### config.mk
export PLATFORM = sky130hd
export DESIGN_NAME = eewr_slave
export DESIGN_NICKNAME = d
export VERILOG_FILES = /design/src/include/eewr_pkg.sv /design/src/verilog/eewr_slave.sv /design/src/verilog/eewr_buf.sv
export SDC_FILE = /design/constraint.sdc
export NUM_CORES = 1
export LEC_CHECK = 0
export BUFFER_PORTS_ARGS = -buffer_cell sky130_fd_sc_hd__buf_2
export CORE_MARGIN = 2
export CORE_UTILIZATION = 50
export DETAILED_ROUTE_END_ITERATION = 10
export GPL_TIMING_DRIVEN = 0
export PLACE_DENSITY = 0.68
export SLEW_MARGIN = 20
export SYNTH_ARGS = -nofsm -noshare
export SYNTH_HDL_FRONTEND = slang
export SYNTH_SLANG_ARGS = --single-unit
### constraint.sdc
create_clock -name mclk -period 6.4 [get_ports mclk]
set_input_delay 1.28 -clock mclk [delete_from_list [all_inputs] [get_ports mclk]]
set_output_delay 1.28 -clock mclk [all_outputs]
set_load 0.02 [all_outputs]
### src/include/eewr_pkg.sv
// constants, types and states shared by the two-wire eeprom slave front end
// Function
// - data line changes only while clock is low during normal bit transfer
// - data edge while clock high is a start or stop, never data
// - respond only when the three select straps match the address select bits
// - write-protect high blocks storing; low lets writes proceed
// - write-protect input ignored on the variant without that pin
// - self-timed write cycle lasts the write cycle time, device unusable meanwhile
// - transmitted data held at least 300 ns after each clock falling edge
// - clock and data pulses up to 50 ns wide are ignored
// - low supply detector blocks all internal erase and write
// - control byte is type code, three select bits, then read/write bit
// - no acknowledge driven while an internal programming cycle runs
// - protected write still acknowledged, nothing stored, full cycle time elapses
// - page write advances only the low four pointer bits, wrapping
package eewr_pkg;
  localparam int CLK_NS      = 40;
  localparam int SYNC_CYC    = 2;
  // spike_filter_width: widest pulse that must be swallowed
  localparam int SPIKE_NS    = 50;
  localparam int FILT_CYC    = (SPIKE_NS + CLK_NS - 1) / CLK_NS + 1;
  // hold of the driven data after the clock falls; the filtered fall already
  // lags the pin by sync plus filter less two cycles, so only the rest is counted
  localparam int HOLD_NS     = 300;
  localparam int HOLD_RAW    = (HOLD_NS + CLK_NS - 1) / CLK_NS - SYNC_CYC - FILT_CYC + 2;
  localparam logic [3:0] HOLD_CYC = 4'((HOLD_RAW < 1) ? 1 : HOLD_RAW);
  // self-timed write cycle
  localparam int WC_MS       = 5;
  localparam int WC_CYC_DEF  = WC_MS * 1000000 / CLK_NS;
  // device type code value is arbitrary
  localparam logic [3:0] DEV_TYPE_DEF = 4'h5;
  // control byte fields
  localparam int CTRL_TYPE_LSB = 4;
  localparam int CTRL_CS_LSB   = 1;
  localparam int CTRL_RW_BIT   = 0;
  localparam int PAGE_BITS     = 4;
  localparam logic [7:0] PTR_RST = 8'h00;
  // pin vector positions after synchronisation
  localparam int PIN_SCL = 0;
  localparam int PIN_SDA = 1;
  localparam int PIN_CS0 = 2;
  localparam int PIN_WP  = 5;
  localparam int PIN_LOW = 6;
  localparam int PIN_N   = 7;

  typedef struct packed {
    logic [7:0] addr;
    logic [7:0] data;
  } eewr_wr_s;

  typedef enum logic [4:0] {
    ST_IDLE = 5'h01,
    ST_RX   = 5'h02,
    ST_ACK  = 5'h04,
    ST_TX   = 5'h08,
    ST_MACK = 5'h10
  } eewr_state_e;
endpackage

### src/verilog/eewr_slave.sv
// two-wire eeprom slave: pin filtering, framing, select, protect, write timing
`timescale 1ns/10ps
module eewr_slave
  import eewr_pkg::*;
#(
  parameter logic [3:0] DEV_TYPE = DEV_TYPE_DEF,
  parameter bit         HAS_WP   = 1'b1,
  parameter int         WC_CYC   = WC_CYC_DEF
) (
  input  wire logic     mclk,
  input  wire logic     rst,
  input  wire logic     sclIn,
  input  wire logic     sdaIn,
  output logic          sdaOut,
  output logic          sdaOeN,
  input  wire logic     chipSelectStrap0,
  input  wire logic     chipSelectStrap1,
  input  wire logic     chipSelectStrap2,
  input  wire logic     writeProtect,
  input  wire logic     lowSupply,
  output logic [7:0]    rdAddr,
  input  wire logic [7:0] rdData,
  output logic          wrValid,
  output eewr_wr_s      wrWord,
  input  wire logic     wrReady,
  output logic          wrCommit,
  output logic          wcBusy
);

  logic [PIN_N-1:0]    pinS1;
  logic [PIN_N-1:0]    pinS2;
  logic [FILT_CYC-1:0] lineHist [2];
  logic [FILT_CYC-1:0] next_lineHist [2];
  logic                lineF [2];
  logic                next_lineF [2];
  logic                sclD;
  logic                sdaD;
  logic                sclF;
  logic                sdaF;
  logic                sclRise;
  logic                sclFall;
  logic                startCond;
  logic                stopCond;
  logic                wpEff;

  // two-flop synchroniser on every pin, first stage feeds only the second
  always_ff @(posedge mclk or posedge rst) begin
    if (rst) begin
      pinS1 <= '1;
      pinS2 <= '1;
    end else begin
      pinS1 <= {lowSupply, writeProtect, chipSelectStrap2, chipSelectStrap1,
                chipSelectStrap0, sdaIn, sclIn};
      pinS2 <= pinS1;
    end
  end

  // spike filter: a level is taken only after it stands for all history samples
  for (genvar i = 0; i < 2; i++) begin : g_filt
    always_comb begin
      next_lineHist[i] = {lineHist[i][FILT_CYC-2:0], pinS2[i]};
      next_lineF[i]    = lineF[i];
      if (&next_lineHist[i]) begin
        next_lineF[i] = 1'b1;
      end else if (~|next_lineHist[i]) begin
        next_lineF[i] = 1'b0;
      end
    end
    always_ff @(posedge mclk or posedge rst) begin
      if (rst) begin
        lineHist[i] <= '1;
        lineF[i]    <= 1'b1;
      end else begin
        lineHist[i] <= next_lineHist[i];
        lineF[i]    <= next_lineF[i];
      end
    end

  end

  assign sclF = lineF[PIN_SCL];
  assign sdaF = lineF[PIN_SDA];

  // one-cycle delayed copies for edge and condition detection
  always_ff @(posedge mclk or posedge rst) begin
    if (rst) begin
      sclD <= 1'b1;
      sdaD <= 1'b1;
    end else begin
      sclD <= sclF;
      sdaD <= sdaF;
    end
  end

  assign sclRise   = sclF && !sclD;
  assign sclFall   = !sclF && sclD;
  assign startCond = sclF && sclD && sdaD && !sdaF;
  assign stopCond  = sclF && sclD && !sdaD && sdaF;
  assign wpEff     = HAS_WP ? pinS2[PIN_WP] : 1'b0;

  eewr_state_e state, next_state;
  logic [3:0]  bitCnt, next_bitCnt;
  logic [1:0]  byteIdx, next_byteIdx;
  logic [7:0]  shiftReg, next_shiftReg;
  logic [7:0]  ptr, next_ptr;
  logic        rw, next_rw;
  logic        ackOk, next_ackOk;
  logic        wrPending, next_wrPending;
  logic [2:0]  csLat, next_csLat;
  logic        wpLat, next_wpLat;
  logic        pendLow, next_pendLow;
  logic [3:0]  holdCnt, next_holdCnt;
  logic        sdaLow, next_sdaLow;
  logic        next_wcBusy;
  logic [23:0] wcTimer, next_wcTimer;
  logic        next_wrCommit;
  logic [7:0]  shiftNext;
  logic        push;
  logic        bufReady;
  logic        blocked;
  eewr_wr_s    pushWord;

  assign shiftNext = {shiftReg[6:0], sdaF};
  assign blocked   = wpLat || pinS2[PIN_LOW];
  assign pushWord  = '{addr: ptr, data: shiftNext};

  // framing, select and write control
  always_comb begin
    next_state    = state;
    next_bitCnt   = bitCnt;
    next_byteIdx  = byteIdx;
    next_shiftReg = shiftReg;
    next_ptr      = ptr;
    next_rw       = rw;
    next_ackOk    = ackOk;
    next_wrPending = wrPending;
    next_csLat    = csLat;
    next_wpLat    = wpLat;
    next_pendLow  = pendLow;
    next_holdCnt  = holdCnt;
    next_sdaLow   = sdaLow;
    next_wcBusy   = wcBusy;
    next_wcTimer  = wcTimer;
    next_wrCommit = 1'b0;
    push          = 1'b0;
    // driven level only moves once the hold count after a fall runs out
    if (holdCnt != 4'h0) begin
      next_holdCnt = 4'(holdCnt - 4'h1);
      if (holdCnt == 4'h1) begin
        next_sdaLow = pendLow;
      end
    end
    if (wcBusy) begin
      next_wcTimer = 24'(wcTimer - 24'h1);
      if (wcTimer == 24'h1) begin
        next_wcBusy = 1'b0;
      end
    end
    if (startCond) begin
      next_state   = ST_RX;
      next_bitCnt  = 4'h0;
      next_byteIdx = 2'h0;
      next_csLat   = pinS2[PIN_CS0 +: 3];
      next_wpLat   = wpEff;
      next_pendLow = 1'b0;
      next_holdCnt = HOLD_CYC;
    end else if (stopCond) begin
      next_state   = ST_IDLE;
      next_pendLow = 1'b0;
      next_holdCnt = HOLD_CYC;
      if (wrPending) begin
        // protected or starved writes still run the whole cycle time
        next_wrPending = 1'b0;
        next_wcBusy    = 1'b1;
        next_wcTimer   = 24'(WC_CYC);
        next_wrCommit  = !blocked;
      end
    end else begin
      case (state)
        ST_RX: begin
          if (sclRise && bitCnt < 4'h8) begin
            next_shiftReg = shiftNext;
            next_bitCnt   = 4'(bitCnt + 4'h1);
            if (bitCnt == 4'h7) begin
              if (byteIdx == 2'h0) begin
                next_ackOk = (shiftNext[7:CTRL_TYPE_LSB] == DEV_TYPE) &&
                             (shiftNext[CTRL_CS_LSB +: 3] == csLat) &&
                             !wcBusy;
                next_rw    = shiftNext[CTRL_RW_BIT];
              end else if (byteIdx == 2'h1) begin
                next_ptr   = shiftNext;
                next_ackOk = 1'b1;
              end else begin
                // full buffer is refused by withholding the acknowledge
                next_ackOk = blocked || bufReady;
                if (blocked || bufReady) begin
                  push           = !blocked;
                  next_wrPending = 1'b1;
                  next_ptr       = {ptr[7:PAGE_BITS], PAGE_BITS'(ptr[PAGE_BITS-1:0] + 1'b1)};
                end
              end
            end
          end else if (sclFall && bitCnt == 4'h8) begin
            next_bitCnt  = 4'h0;
            next_holdCnt = HOLD_CYC;
            next_pendLow = ackOk;
            next_state   = ackOk ? ST_ACK : ST_IDLE;
          end
        end
        ST_ACK: begin
          if (sclFall) begin
            next_holdCnt = HOLD_CYC;
            next_bitCnt  = 4'h0;
            if (byteIdx == 2'h0 && rw) begin
              next_state    = ST_TX;
              next_shiftReg = rdData;
              next_pendLow  = !rdData[7];
            end else begin
              next_state   = ST_RX;
              next_pendLow = 1'b0;
              next_byteIdx = (byteIdx == 2'h0) ? 2'h1 : 2'h2;
            end
          end
        end
        ST_TX: begin
          if (sclFall) begin
            next_holdCnt = HOLD_CYC;
            if (bitCnt == 4'h7) begin
              next_pendLow = 1'b0;
              next_state   = ST_MACK;
              next_bitCnt  = 4'h0;
              next_ptr     = 8'(ptr + 8'h1);
            end else begin
              next_shiftReg = {shiftReg[6:0], 1'b0};
              next_pendLow  = !shiftReg[6];
              next_bitCnt   = 4'(bitCnt + 4'h1);
            end
          end
        end
        ST_MACK: begin
          if (sclRise) begin
            next_ackOk = !sdaF;
          end else if (sclFall) begin
            next_holdCnt  = HOLD_CYC;
            next_bitCnt   = 4'h0;
            next_shiftReg = rdData;
            next_pendLow  = ackOk && !rdData[7];
            next_state    = ackOk ? ST_TX : ST_IDLE;
          end
        end
        ST_IDLE: begin
          next_bitCnt = 4'h0;
        end
        default: begin
          next_state = ST_IDLE;
        end
      endcase
    end
  end

  // control registers
  always_ff @(posedge mclk or posedge rst) begin
    if (rst) begin
      state     <= ST_IDLE;
      bitCnt    <= 4'h0;
      byteIdx   <= 2'h0;
      shiftReg  <= 8'h00;
      ptr       <= PTR_RST;
      rw        <= 1'b0;
      ackOk     <= 1'b0;
      wrPending <= 1'b0;
      csLat     <= 3'h0;
      wpLat     <= 1'b0;
      pendLow   <= 1'b0;
      holdCnt   <= 4'h0;
      sdaLow    <= 1'b0;
      wcBusy    <= 1'b0;
      wcTimer   <= 24'h000000;
      wrCommit  <= 1'b0;
      sdaOut    <= 1'b0;
      sdaOeN    <= 1'b1;
    end else begin
      state     <= next_state;
      bitCnt    <= next_bitCnt;
      byteIdx   <= next_byteIdx;
      shiftReg  <= next_shiftReg;
      ptr       <= next_ptr;
      rw        <= next_rw;
      ackOk     <= next_ackOk;
      wrPending <= next_wrPending;
      csLat     <= next_csLat;
      wpLat     <= next_wpLat;
      pendLow   <= next_pendLow;
      holdCnt   <= next_holdCnt;
      sdaLow    <= next_sdaLow;
      wcBusy    <= next_wcBusy;
      wcTimer   <= next_wcTimer;
      wrCommit  <= next_wrCommit;
      sdaOut    <= 1'b0;
      sdaOeN    <= !next_sdaLow; // open drain: enable low only while pulling low
    end
  end

  assign rdAddr = ptr;

  eewr_buf #(.DEPTH(2)) u_buf (
    .mclk     (mclk),
    .rst      (rst),
    .inValid  (push),
    .inWord   (pushWord),
    .inReady  (bufReady),
    .outValid (wrValid),
    .outWord  (wrWord),
    .outReady (wrReady)
  );
endmodule // eewr_slave

### src/verilog/eewr_buf.sv
// two-entry write word buffer with valid/ready on both sides
`timescale 1ns/10ps
module eewr_buf
  import eewr_pkg::*;
#(
  parameter int DEPTH = 2
) (
  input  wire logic     mclk,
  input  wire logic     rst,
  input  wire logic     inValid,
  input  eewr_wr_s      inWord,
  output logic          inReady,
  output logic          outValid,
  output eewr_wr_s      outWord,
  input  wire logic     outReady
);
  // depth must be a power of two so pointers wrap naturally
  localparam int PW = (DEPTH > 1) ? $clog2(DEPTH) : 1;

  eewr_wr_s        mem [DEPTH];
  logic [PW-1:0]   wrPtr;
  logic [PW-1:0]   rdPtr;
  logic [PW:0]     count;
  logic [PW-1:0]   next_wrPtr;
  logic [PW-1:0]   next_rdPtr;
  logic [PW:0]     next_count;
  logic            push;
  logic            pop;

  assign push    = inValid && inReady;
  assign pop     = outValid && outReady;
  assign outWord = mem[rdPtr];

  // pointer and fill bookkeeping
  always_comb begin
    next_wrPtr = push ? PW'(wrPtr + 1'b1) : wrPtr;
    next_rdPtr = pop ? PW'(rdPtr + 1'b1) : rdPtr;
    next_count = count;
    if (push && !pop) begin
      next_count = (PW + 1)'(count + 1'b1);
    end else if (pop && !push) begin
      next_count = (PW + 1)'(count - 1'b1);
    end
  end

  // flags are registered so both handshakes come from flops
  always_ff @(posedge mclk or posedge rst) begin
    if (rst) begin
      wrPtr    <= '0;
      rdPtr    <= '0;
      count    <= '0;
      inReady  <= 1'b1;
      outValid <= 1'b0;
    end else begin
      wrPtr    <= next_wrPtr;
      rdPtr    <= next_rdPtr;
      count    <= next_count;
      inReady  <= (next_count != (PW + 1)'(DEPTH));
      outValid <= (next_count != '0);
    end
  end

  // storage is data only, no reset needed
  always_ff @(posedge mclk) begin
    if (push) begin
      mem[wrPtr] <= inWord;
    end
  end
endmodule // eewr_buf

==> results list, run 1 <==
* Number of unique standard cell types used by synthesis: 66
- dfrtp_1 takes more of the synthesized area than any other cell.
- In this run the remaining antenna-violating nets after routing total 0.
- Final Hold Fails: 0
- Post-CTS repair changed the size of 0 cells.
* Sequential-to-total area share from yosys stat: 0.571
- For the pin with the worst max-slew slack, the measured transition is between 0.8 and 0.9 ns.
- Total Neg Setup Slack: 0 ns
* Proportion of synthesized flip-flops having asynchronous set or reset: 0.746
- Number of flops mapped to enable cells by yosys: 32
- The run finished with clean final reports.
- CTS sink count: about 130
* Post-synthesis share of cell area spent on and, or, nand and nor gates: 0.170
* Yosys reg bits: between 100 and 150
- The tool flagged a number of max-cap violations equal to 0.
* Clock edge transition at the registers on the reported setup and hold paths: 0.06 ns
- Maximum frequency from static timing analysis: between 200 and 300 MHz
- Power per cell area: ~360 nW/um^2
- Between clock sinks in the finished design, the worst skew comes to 0.0118 ns.
- STA puts the critical path data required time at between 5 and 6 ns.
- Summing all multi-input logic gate instances after layout gives about 2400 sq um.
* Longest Clk Path Bufs: 2
* Latest clock arrival within the worst-skew pair: ~0.42 ns
- Mapped Avg Cell Area: 11.3 sq um
* Share of the synthesized netlist area taken by xor and xnor gates: 0.0449
* Post-synthesis compound-gate area fraction: 0.0951
- Minimum clock period: between 3 and 4 ns
- The final layout contains slightly above 600 nets.
* Top-count cell post-synth: dfrtp_1
- Post-synthesis cell area: between 5000 and 6000 sq um
- Of the post-synthesis cell area, the dominant cell type holds 0.295.
- The die covers roughly 13000 sq um.
* Dominant combinational cell family by area after synthesis: simple AND/OR/NAND/NOR gates
- Start-to-end type of the worst setup path: register to output pin
- After synthesis, the cell types taking the most area are dfrtp_1, edfxtp_1, dfstp_2, mux2_2, nor2_1.
* Final setup viols: 0
* Die Wd: 112 um
* Hold buffer count at CTS: 0
- Total of warnings raised by yosys: 0
- Highest ir drop seen on vdd: 0.222 mV
* Placed Instance Area: 6310 sq um
* Synth Area in Adders: 0.0150
- Relative to the synthesized area, the layout overhead comes to 19.0%.
- The startpoint identified for the worst hold timing path is pinS1[6]$_DFF_PP1_.
* Library cell used as clock root buffer: clkbuf_16
- Die height: roughly 110 um
- Iteration-0 DRC count of the detailed router: 260
* FF-to-FF Start: state[3]$_DFFE_PP0P_
* Sort of element at the end of the critical path: output pin
- Footprint of the flip-flops and latches: 3340 sq um
- LEAKAGE: between 0.003 and 0.004 uW
* Number of I/O pins: 47
- The first global-routing pass estimated 19500 um of wire.
* Filler cell count: 930
- Total setup buffers inserted after CTS: 0
* Fraction of layout cells with a size suffix above 1: 0.266
* Routed WL: ~12000 um
- Mux cell area share after synthesis: 0.0772
* Average routed wire per standard cell: about 16 um
- The floorplan has 39 rows.
- The number of antenna diodes in the final layout is 0.
- Number of buffers inserted during clock tree synthesis: 17
* Launching element of the worst setup path: u_buf.rdPtr$_DFFE_PP0P_
- Average via count per standard cell: about 5.6
- Across all hold checks on the routed design, the worst slack comes to ~0.35 ns.
* Initial antenna violation count: 0
- For this run, design rule violations remaining after detail routing come to 0.
* Core region area: 11400 sq um
- The congestion estimate from routability-driven global placement came to just under 0.9.
- Setup repair after global routing missed its margin: false
- Max-slew headroom at the worst pin: 0.414
- The routed layout has between 4k and 5k vias.
* Syn_nets: roughly 540
* Initial core utilization: 0.513
- Maximum number of pins on one net before global-route repair: ~80
* Htree depth: 4
* Final standard cell area without fillers: 6960 sq um
* Final critical-path share of the clock period: 0.540
- Sorting the synthesized cells by how often they occur yields dfrtp_1, nor2_1, nand2_1.
* Most common flop cell mapped by yosys: dfrtp_1
- TritonCTS built the clock tree.
- For this run, the total global-route usage over all layers was measured as 0.196.
- Aggregate global routing overflow: 0
* Largest fanout of any net on the critical path: 10
* Number of pins exceeding their max-slew limit in the final report: 0
- The tightest min-delay check is of the register to register type.
- STA classifies the critical path startpoint as a register.
* Gate count after technology mapping: just over 500
- TritonRoute pass-1 iters: 5
* Endpoint arrival time on the critical path: roughly 2.2 ns
- Final HPWL DP: 7900 um
- # port buffers: 45
- Number of global-route vias before repair: around 4.0k
-- stage by stage --
stage / setup WS, ns / utilization / total power [uW] / instances
floorplan: 2.71 / - / 1360 / 518
global placement: 1.55 / 0.548 / 1470 / 706
detailed placement: 3.31 / 0.552 / 1490 / 709
CTS: 2.87 / 0.610 / 2530 / 741
global route: 2.79 / 0.610 / 2630 / 741
finish: 2.94 / 0.610 / 2510 / 741
-- placed cells by master (no fill, tap or decap), types with 9 or more instances in the layout --
cell type and count:
a21oi_1 25, nand2b_1 9, dfrtp_1 69, o21ai_0 23, xnor2_1 18, inv_1 15
nand2_1 43, nor2_1 56, xor2_1 12, buf_2 50, nand3_1 11, mux2_2 33
nor3_1 13, clkbuf_16 20, dfstp_2 25, clkbuf_1 13, edfxtp_1 32
-- sequential cells by signal (all words and copies together) (netlist names), 5 cells and up --
| name | flops |
|---|---|
| shiftReg | 7 |
| state | 5 |
| wcTimer | 24 |
| pinS1 | 7 |
| u_buf.mem | 32 |
| rdAddr | 8 |
| pinS2 | 7 |
-- layer usage --
| layer | wire length, um | vias up | track usage |
|---|---|---|---|
| met4 | 241 | 0 | 0.0829 |
| met3 | 551 | 20 | 0.0551 |
| li1 | - | 1983 | - |
| met5 | 0 | - | 0 |
| met2 | 5550 | 116 | 0.300 |
| met1 | 5370 | 2012 | 0.266 |
-- kinds of logic after synthesis --
family | count (synthesis)
mux | 41
xor+xnor | 30
fa+ha+maj | 7
flops | 126
other cells | 1
simple gates | 191
compound gates | 86
buf+inv | 36
-- power by group --
part	internal, uW	switching (uW)
registers	916	85.3
logic	208	266
clock network	678	354
total	1800	706
-- path summary, 6_finish.rpt --
kind	cells past startpoint	end	slack [ns]
worst max-delay path	4	wrWord[7]	2.94
worst min-delay path	0	pinS2[6]$_DFF_PP1_	0.35
worst max register to register	5	u_buf.mem[1][3]$_DFFE_PP_	3.36
worst min register to register	0	pinS2[6]$_DFF_PP1_	0.35
max in group asynchronous	3	pinS2[2]$_DFF_PP1_	4.96
min in group asynchronous	2	state[4]$_DFFE_PP0P_	0.77
-- area by class of cell --
class / count / area share
Buffer: 20 / 0.0131
Clock buffer: 23 / 0.0778
Clock inverter: 9 / 0.0163
Inverter: 16 / 0.00934
Multi-Input combinational cell: 356 / 0.339
Sequential cell: 126 / 0.480
Tap cell: 143 / 0.0257
Timing Repair Buffer: 48 / 0.0381
-- critical path: stages, from the launching register on --
cell	delay [ns]
dfrtp_1	0.32
clkbuf_1	0.35
clkbuf_1	0.52
mux2_2	0.41
buf_2	0.16
(Power assumes the default switching activity.)
==> inputs of run 2 (changes only) <==
--- a/config.mk
+++ b/config.mk
@@ -5,12 +5,13 @@
 export SDC_FILE = /design/constraint.sdc
 export NUM_CORES = 1
 export LEC_CHECK = 0
+export ABC_AREA = 1
 export BUFFER_PORTS_ARGS = -buffer_cell sky130_fd_sc_hd__buf_2
 export CORE_MARGIN = 2
 export CORE_UTILIZATION = 50
 export DETAILED_ROUTE_END_ITERATION = 10
 export GPL_TIMING_DRIVEN = 0
-export PLACE_DENSITY = 0.68
+export PLACE_DENSITY = 0.71
 export SLEW_MARGIN = 20
 export SYNTH_ARGS = -nofsm -noshare
 export SYNTH_HDL_FRONTEND = slang
==> constraint.sdc (replaced) <==
create_clock -name mclk -period 2.75 [get_ports mclk]
set_input_delay 0.55 -clock mclk [delete_from_list [all_inputs] [get_ports mclk]]
set_output_delay 0.55 -clock mclk [all_outputs]
set_load 0.02 [all_outputs]
==> results list, run 2 <==
* Launching element type of the critical path: register
- Transition time of the tightest slew-check pin: 0.886 ns (+0.0194 ns)
- The final-report hold violation count came to 0 (unchanged).
* Kind of cell adding the most delay to the critical path: buffers and inverters
- Leading cell type in the layout, fill and taps excluded: nand2_1
* Minimum clock period: roughly 2.4 ns
- LEAKAGE: 0.00377 uW (+24%)
- The post-synthesis cell area is 6400 sq um (+9.4%).
- The maximum net fanout on the critical path is 10 (unchanged).
- The hold slack is 0.177 ns (-0.178 ns).
- Commonest non-fill, non-tap cells in the layout: nand2_1, inv_1, dfrtp_1
* Fraction of synthesized cell area taken by the top area cell type: 0.270 (-0.0254)
* Proportion of synthesized flip-flops having asynchronous set or reset: 0.746 (unchanged)
* Setup Skew: 0.00955 ns (-0.00223 ns)
- Start-to-end type of the worst setup path: register to output pin
* Average routed wire per standard cell: 13.8 um (-13%)
- Fraction of layout cells with a size suffix above 1: 0.217 (-0.0493)
- Critical path's slowest cell: dfrtp_1
- Sorting the synthesized cells by area gives the leading types as dfrtp_1, edfxtp_1, nand2_1, dfstp_2, inv_1.
- The via count of the routed design was 5094 (+23%).
- Worst flop-to-flop path endpoint: u_buf.mem[1][15]$_DFFE_PP_
- First-pass GRT wire length: 22500 um (+15%)
* Die Wd: 117 um (+4.4%)
- The vertical die dimension is 117 um (+4.4%).
- The area of all placed cells without fillers came to 7520 sq um (+8.0%).
* Remaining antenna violation count after routing: 0 (unchanged)
- The warning count from the yosys run was 0 (unchanged).
- Initial antenna violation count: 0 (unchanged)
- Maximum number of pins on one net before global-route repair: 30 (-63%)
- The most numerous cell type found on the critical path is nand2_1.
- The final max-slew violation count was 0 (unchanged).
- Latest clock arrival within the worst-skew pair: 0.41 ns (about the same)
- Placed Instance Area: 6920 sq um (+9.7%)
- The total global-route track usage was 0.218 (+0.0214).
* TritonRoute pass-1 iters: 5 (unchanged)
* Footprint of the flip-flops and latches: 3340 sq um (unchanged)
- Top-count cell post-synth: nand2_1
- The sequential share of the synthesized area came to 0.522 (-0.0492).
- Type of the most critical hold path: input pin to async pin
- Drc violations: 0 (unchanged)
- Number of unique standard cell types used by synthesis: 48 (-27%)
- The clock slew at the register clock pins of the worst setup and hold paths came to 0.06 ns (about the same).
- The run finished with clean final reports.
- Post-layout net count: 843 (+38%)
- Maximum Capacitance Violations: 0 (unchanged)
- Worst endpoint required time: 2.20 ns (-2.92 ns)
* Total area of multi-input combinational cells: 2550 sq um (+7.7%)
- Among all flip-flop cells after synthesis, the most frequent one is dfrtp_1.
- By count the netlist is led by nand2_1, inv_1, dfrtp_1.
- The number of global-route vias before repair is 4828 (+22%).
* Final critical-path share of the clock period: 0.879
- Sort of element at the end of the critical path: output pin
- Iteration-0 DRC count of the detailed router: 379 (+46%)
- Htree depth: 4 (unchanged)
- The flip-flop count of the largest register, all copies and words added came to 32 (unchanged).
* Routed WL: 13900 um (+18%)
- Number of flops mapped to enable cells by yosys: 32 (unchanged)
- The sum of buffers and inverters on the critical path came to 3 (unchanged).
- Ranked by flip-flop count, first place goes to u_buf.mem.
- Derived from the worst setup path, the maximum achievable clock frequency is 414 MHz.
- Core region area: 12600 sq um (+10%)
- The worst slew margin relative to its limit came to 0.409 (-0.00542).
- The starting density of the core is 0.510 (-0.00299).
- The power per standard cell area was 794 nW/um^2 (+120%).
- Antenna fix cells: 0 (unchanged)
- In this run the clock root is driven by a clkbuf_16.
- Aggregate global routing overflow: 0 (unchanged)
- The worst register-to-register path begins at sdaF$_DFFE_PP1P_.
- Slack of the worst reg-to-reg path: 0.35 ns (-3.01 ns)
- Area growth from synthesis to layout: 17.5%
- The maximum ir drop on the vdd rail came to 0.415 mV (+87%).
* CTS sink count: 126 (unchanged)
- The half-perimeter wire length after detailed placement was 10200 um (+29%).
* Average via count per standard cell: 5.08 (-8.9%)
* Crit-path max cell delay: 0.56 ns (+0.04 ns)
- # port buffers: 45 (unchanged)
- The signal on the critical path passes through clkinv_2 > clkbuf_1 > nand2_1 > nand2_1 > buf_2.
* Standard-cell row count: 41 (+5.1%)
* Die Area: 13700 sq um (+9.1%)
* Yosys reg bits: 126 (unchanged)
* Number of I/O pins: 47 (unchanged)
- The routability congestion estimate from global placement is 0.921 (+4.5%).
- Number of buffers inserted during clock tree synthesis: 17 (unchanged)
- Biggest area consumer among synthesized cells: dfrtp_1
* Longest Clk Path Bufs: 2 (unchanged)
- Final setup viols: 0 (unchanged)
- Cells on worst reg2reg path: 6 (+1)
- The critical path arrival came to 1.87 ns (-0.31 ns).
- TritonCTS built the clock tree.
- Syn_nets: 777 (+43%)
- Gate count after technology mapping: 752 (+45%)
* Filler cell count: 1068 (+15%)
* Mapped Avg Cell Area: 8.52 sq um (-25%)
* Setup repair after global routing missed its margin: false
## run 2: changes by cell type after synthesis, moves of 10 or more
| cell | delta |
|---|---|
| nand2_1 | +158 |
| inv_1 | +85 |
| nand3_1 | +48 |
| mux2_2 | -33 |
| xnor2_1 | -15 |
| o21ai_0 | +13 |
| nand2_2 | +12 |
| nand4_1 | +11 |
| inv_2 | +10 |
| nor2_1 | +10 |
## run 2: timing repair
action	CTS	global route
resized for setup	1	0
endpoints found under the setup margin	10	10
hold buffers	0	0
setup buffers	0	0
## run 2: metrics by stage
step	power [uW]	TNS [ns]	util	std cells	worst slack, ns
3_3_place_gp	3700	-0.165	0.545	969	-0.0100
5_1_grt	6330	0	0.599	1003	0.127
4_1_cts	6010	0	0.599	1004	0.0435
6_report	5970	0	0.599	1003	0.334
3_5_place_dp	3780	0	0.551	972	0.322
2_1_floorplan	3390	0	-	752	0.603
## run 2: cell type report
type / count / area share
Sequential cell: 126 / 0.445
Multi-Input combinational cell: 499 / 0.338
Clock inverter: 11 / 0.0133
Tap cell: 172 / 0.0286
Buffer: 11 / 0.0105
Clock buffer: 21 / 0.0670
Inverter: 115 / 0.0587
Timing Repair Buffer: 48 / 0.0389
## run 2: cell families (layout without fill, tap and decap cells)
| logic type | count (synthesis) | after routing | share of synthesized area |
|---|---|---|---|
| compound gates | 73 | 73 | 0.0656 |
| xor+xnor | 15 | 15 | 0.0205 |
| fa+ha+maj | 7 | 7 | 0.0137 |
| buf+inv | 127 | 206 | 0.0811 |
| flops | 126 | 126 | 0.522 |
| mux | 1 | 1 | 0.00156 |
| other cells | 1 | 1 | 0.000585 |
| simple gates | 402 | 402 | 0.295 |
## run 2: report_power, final
part	switching (uW)	total (uW)	leakage (uW)	internal (uW)
registers	209	2390	0.00143	2180
logic	885	1370	0.00204	483
clock network	811	2220	0.000295	1400
total	1900	5970	0.00377	4070
## run 2: routing by layer
| layer | wire, um | track usage | vias up |
|---|---|---|---|
| li1 | - | - | 2541 |
| met1 | 5900 | 0.271 | 2362 |
| met2 | 6830 | 0.366 | 171 |
| met3 | 871 | 0.0551 | 20 |
| met4 | 245 | 0.0871 | 0 |
| met5 | 0 | 0 | - |
## run 2: worst max path at each step
| stage | endpoint | cells after the start | startpoint |
|---|---|---|---|
| after floorplan | u_buf.mem[1][0]$_DFFE_PP_ | 5 | bitCnt[0]$_DFFE_PP0P_ |
| after global placement | u_buf.mem[0][15]$_DFFE_PP_ | 6 | sdaF$_DFFE_PP1P_ |
| after detailed placement | u_buf.mem[0][15]$_DFFE_PP_ | 6 | sdaF$_DFFE_PP1P_ |
| after CTS | wrWord[10] | 6 | u_buf.rdPtr$_DFFE_PP0P_ |
| after global routing | wrWord[10] | 5 | u_buf.rdPtr$_DFFE_PP0P_ |
| final | wrWord[10] | 5 | u_buf.rdPtr$_DFFE_PP0P_ |
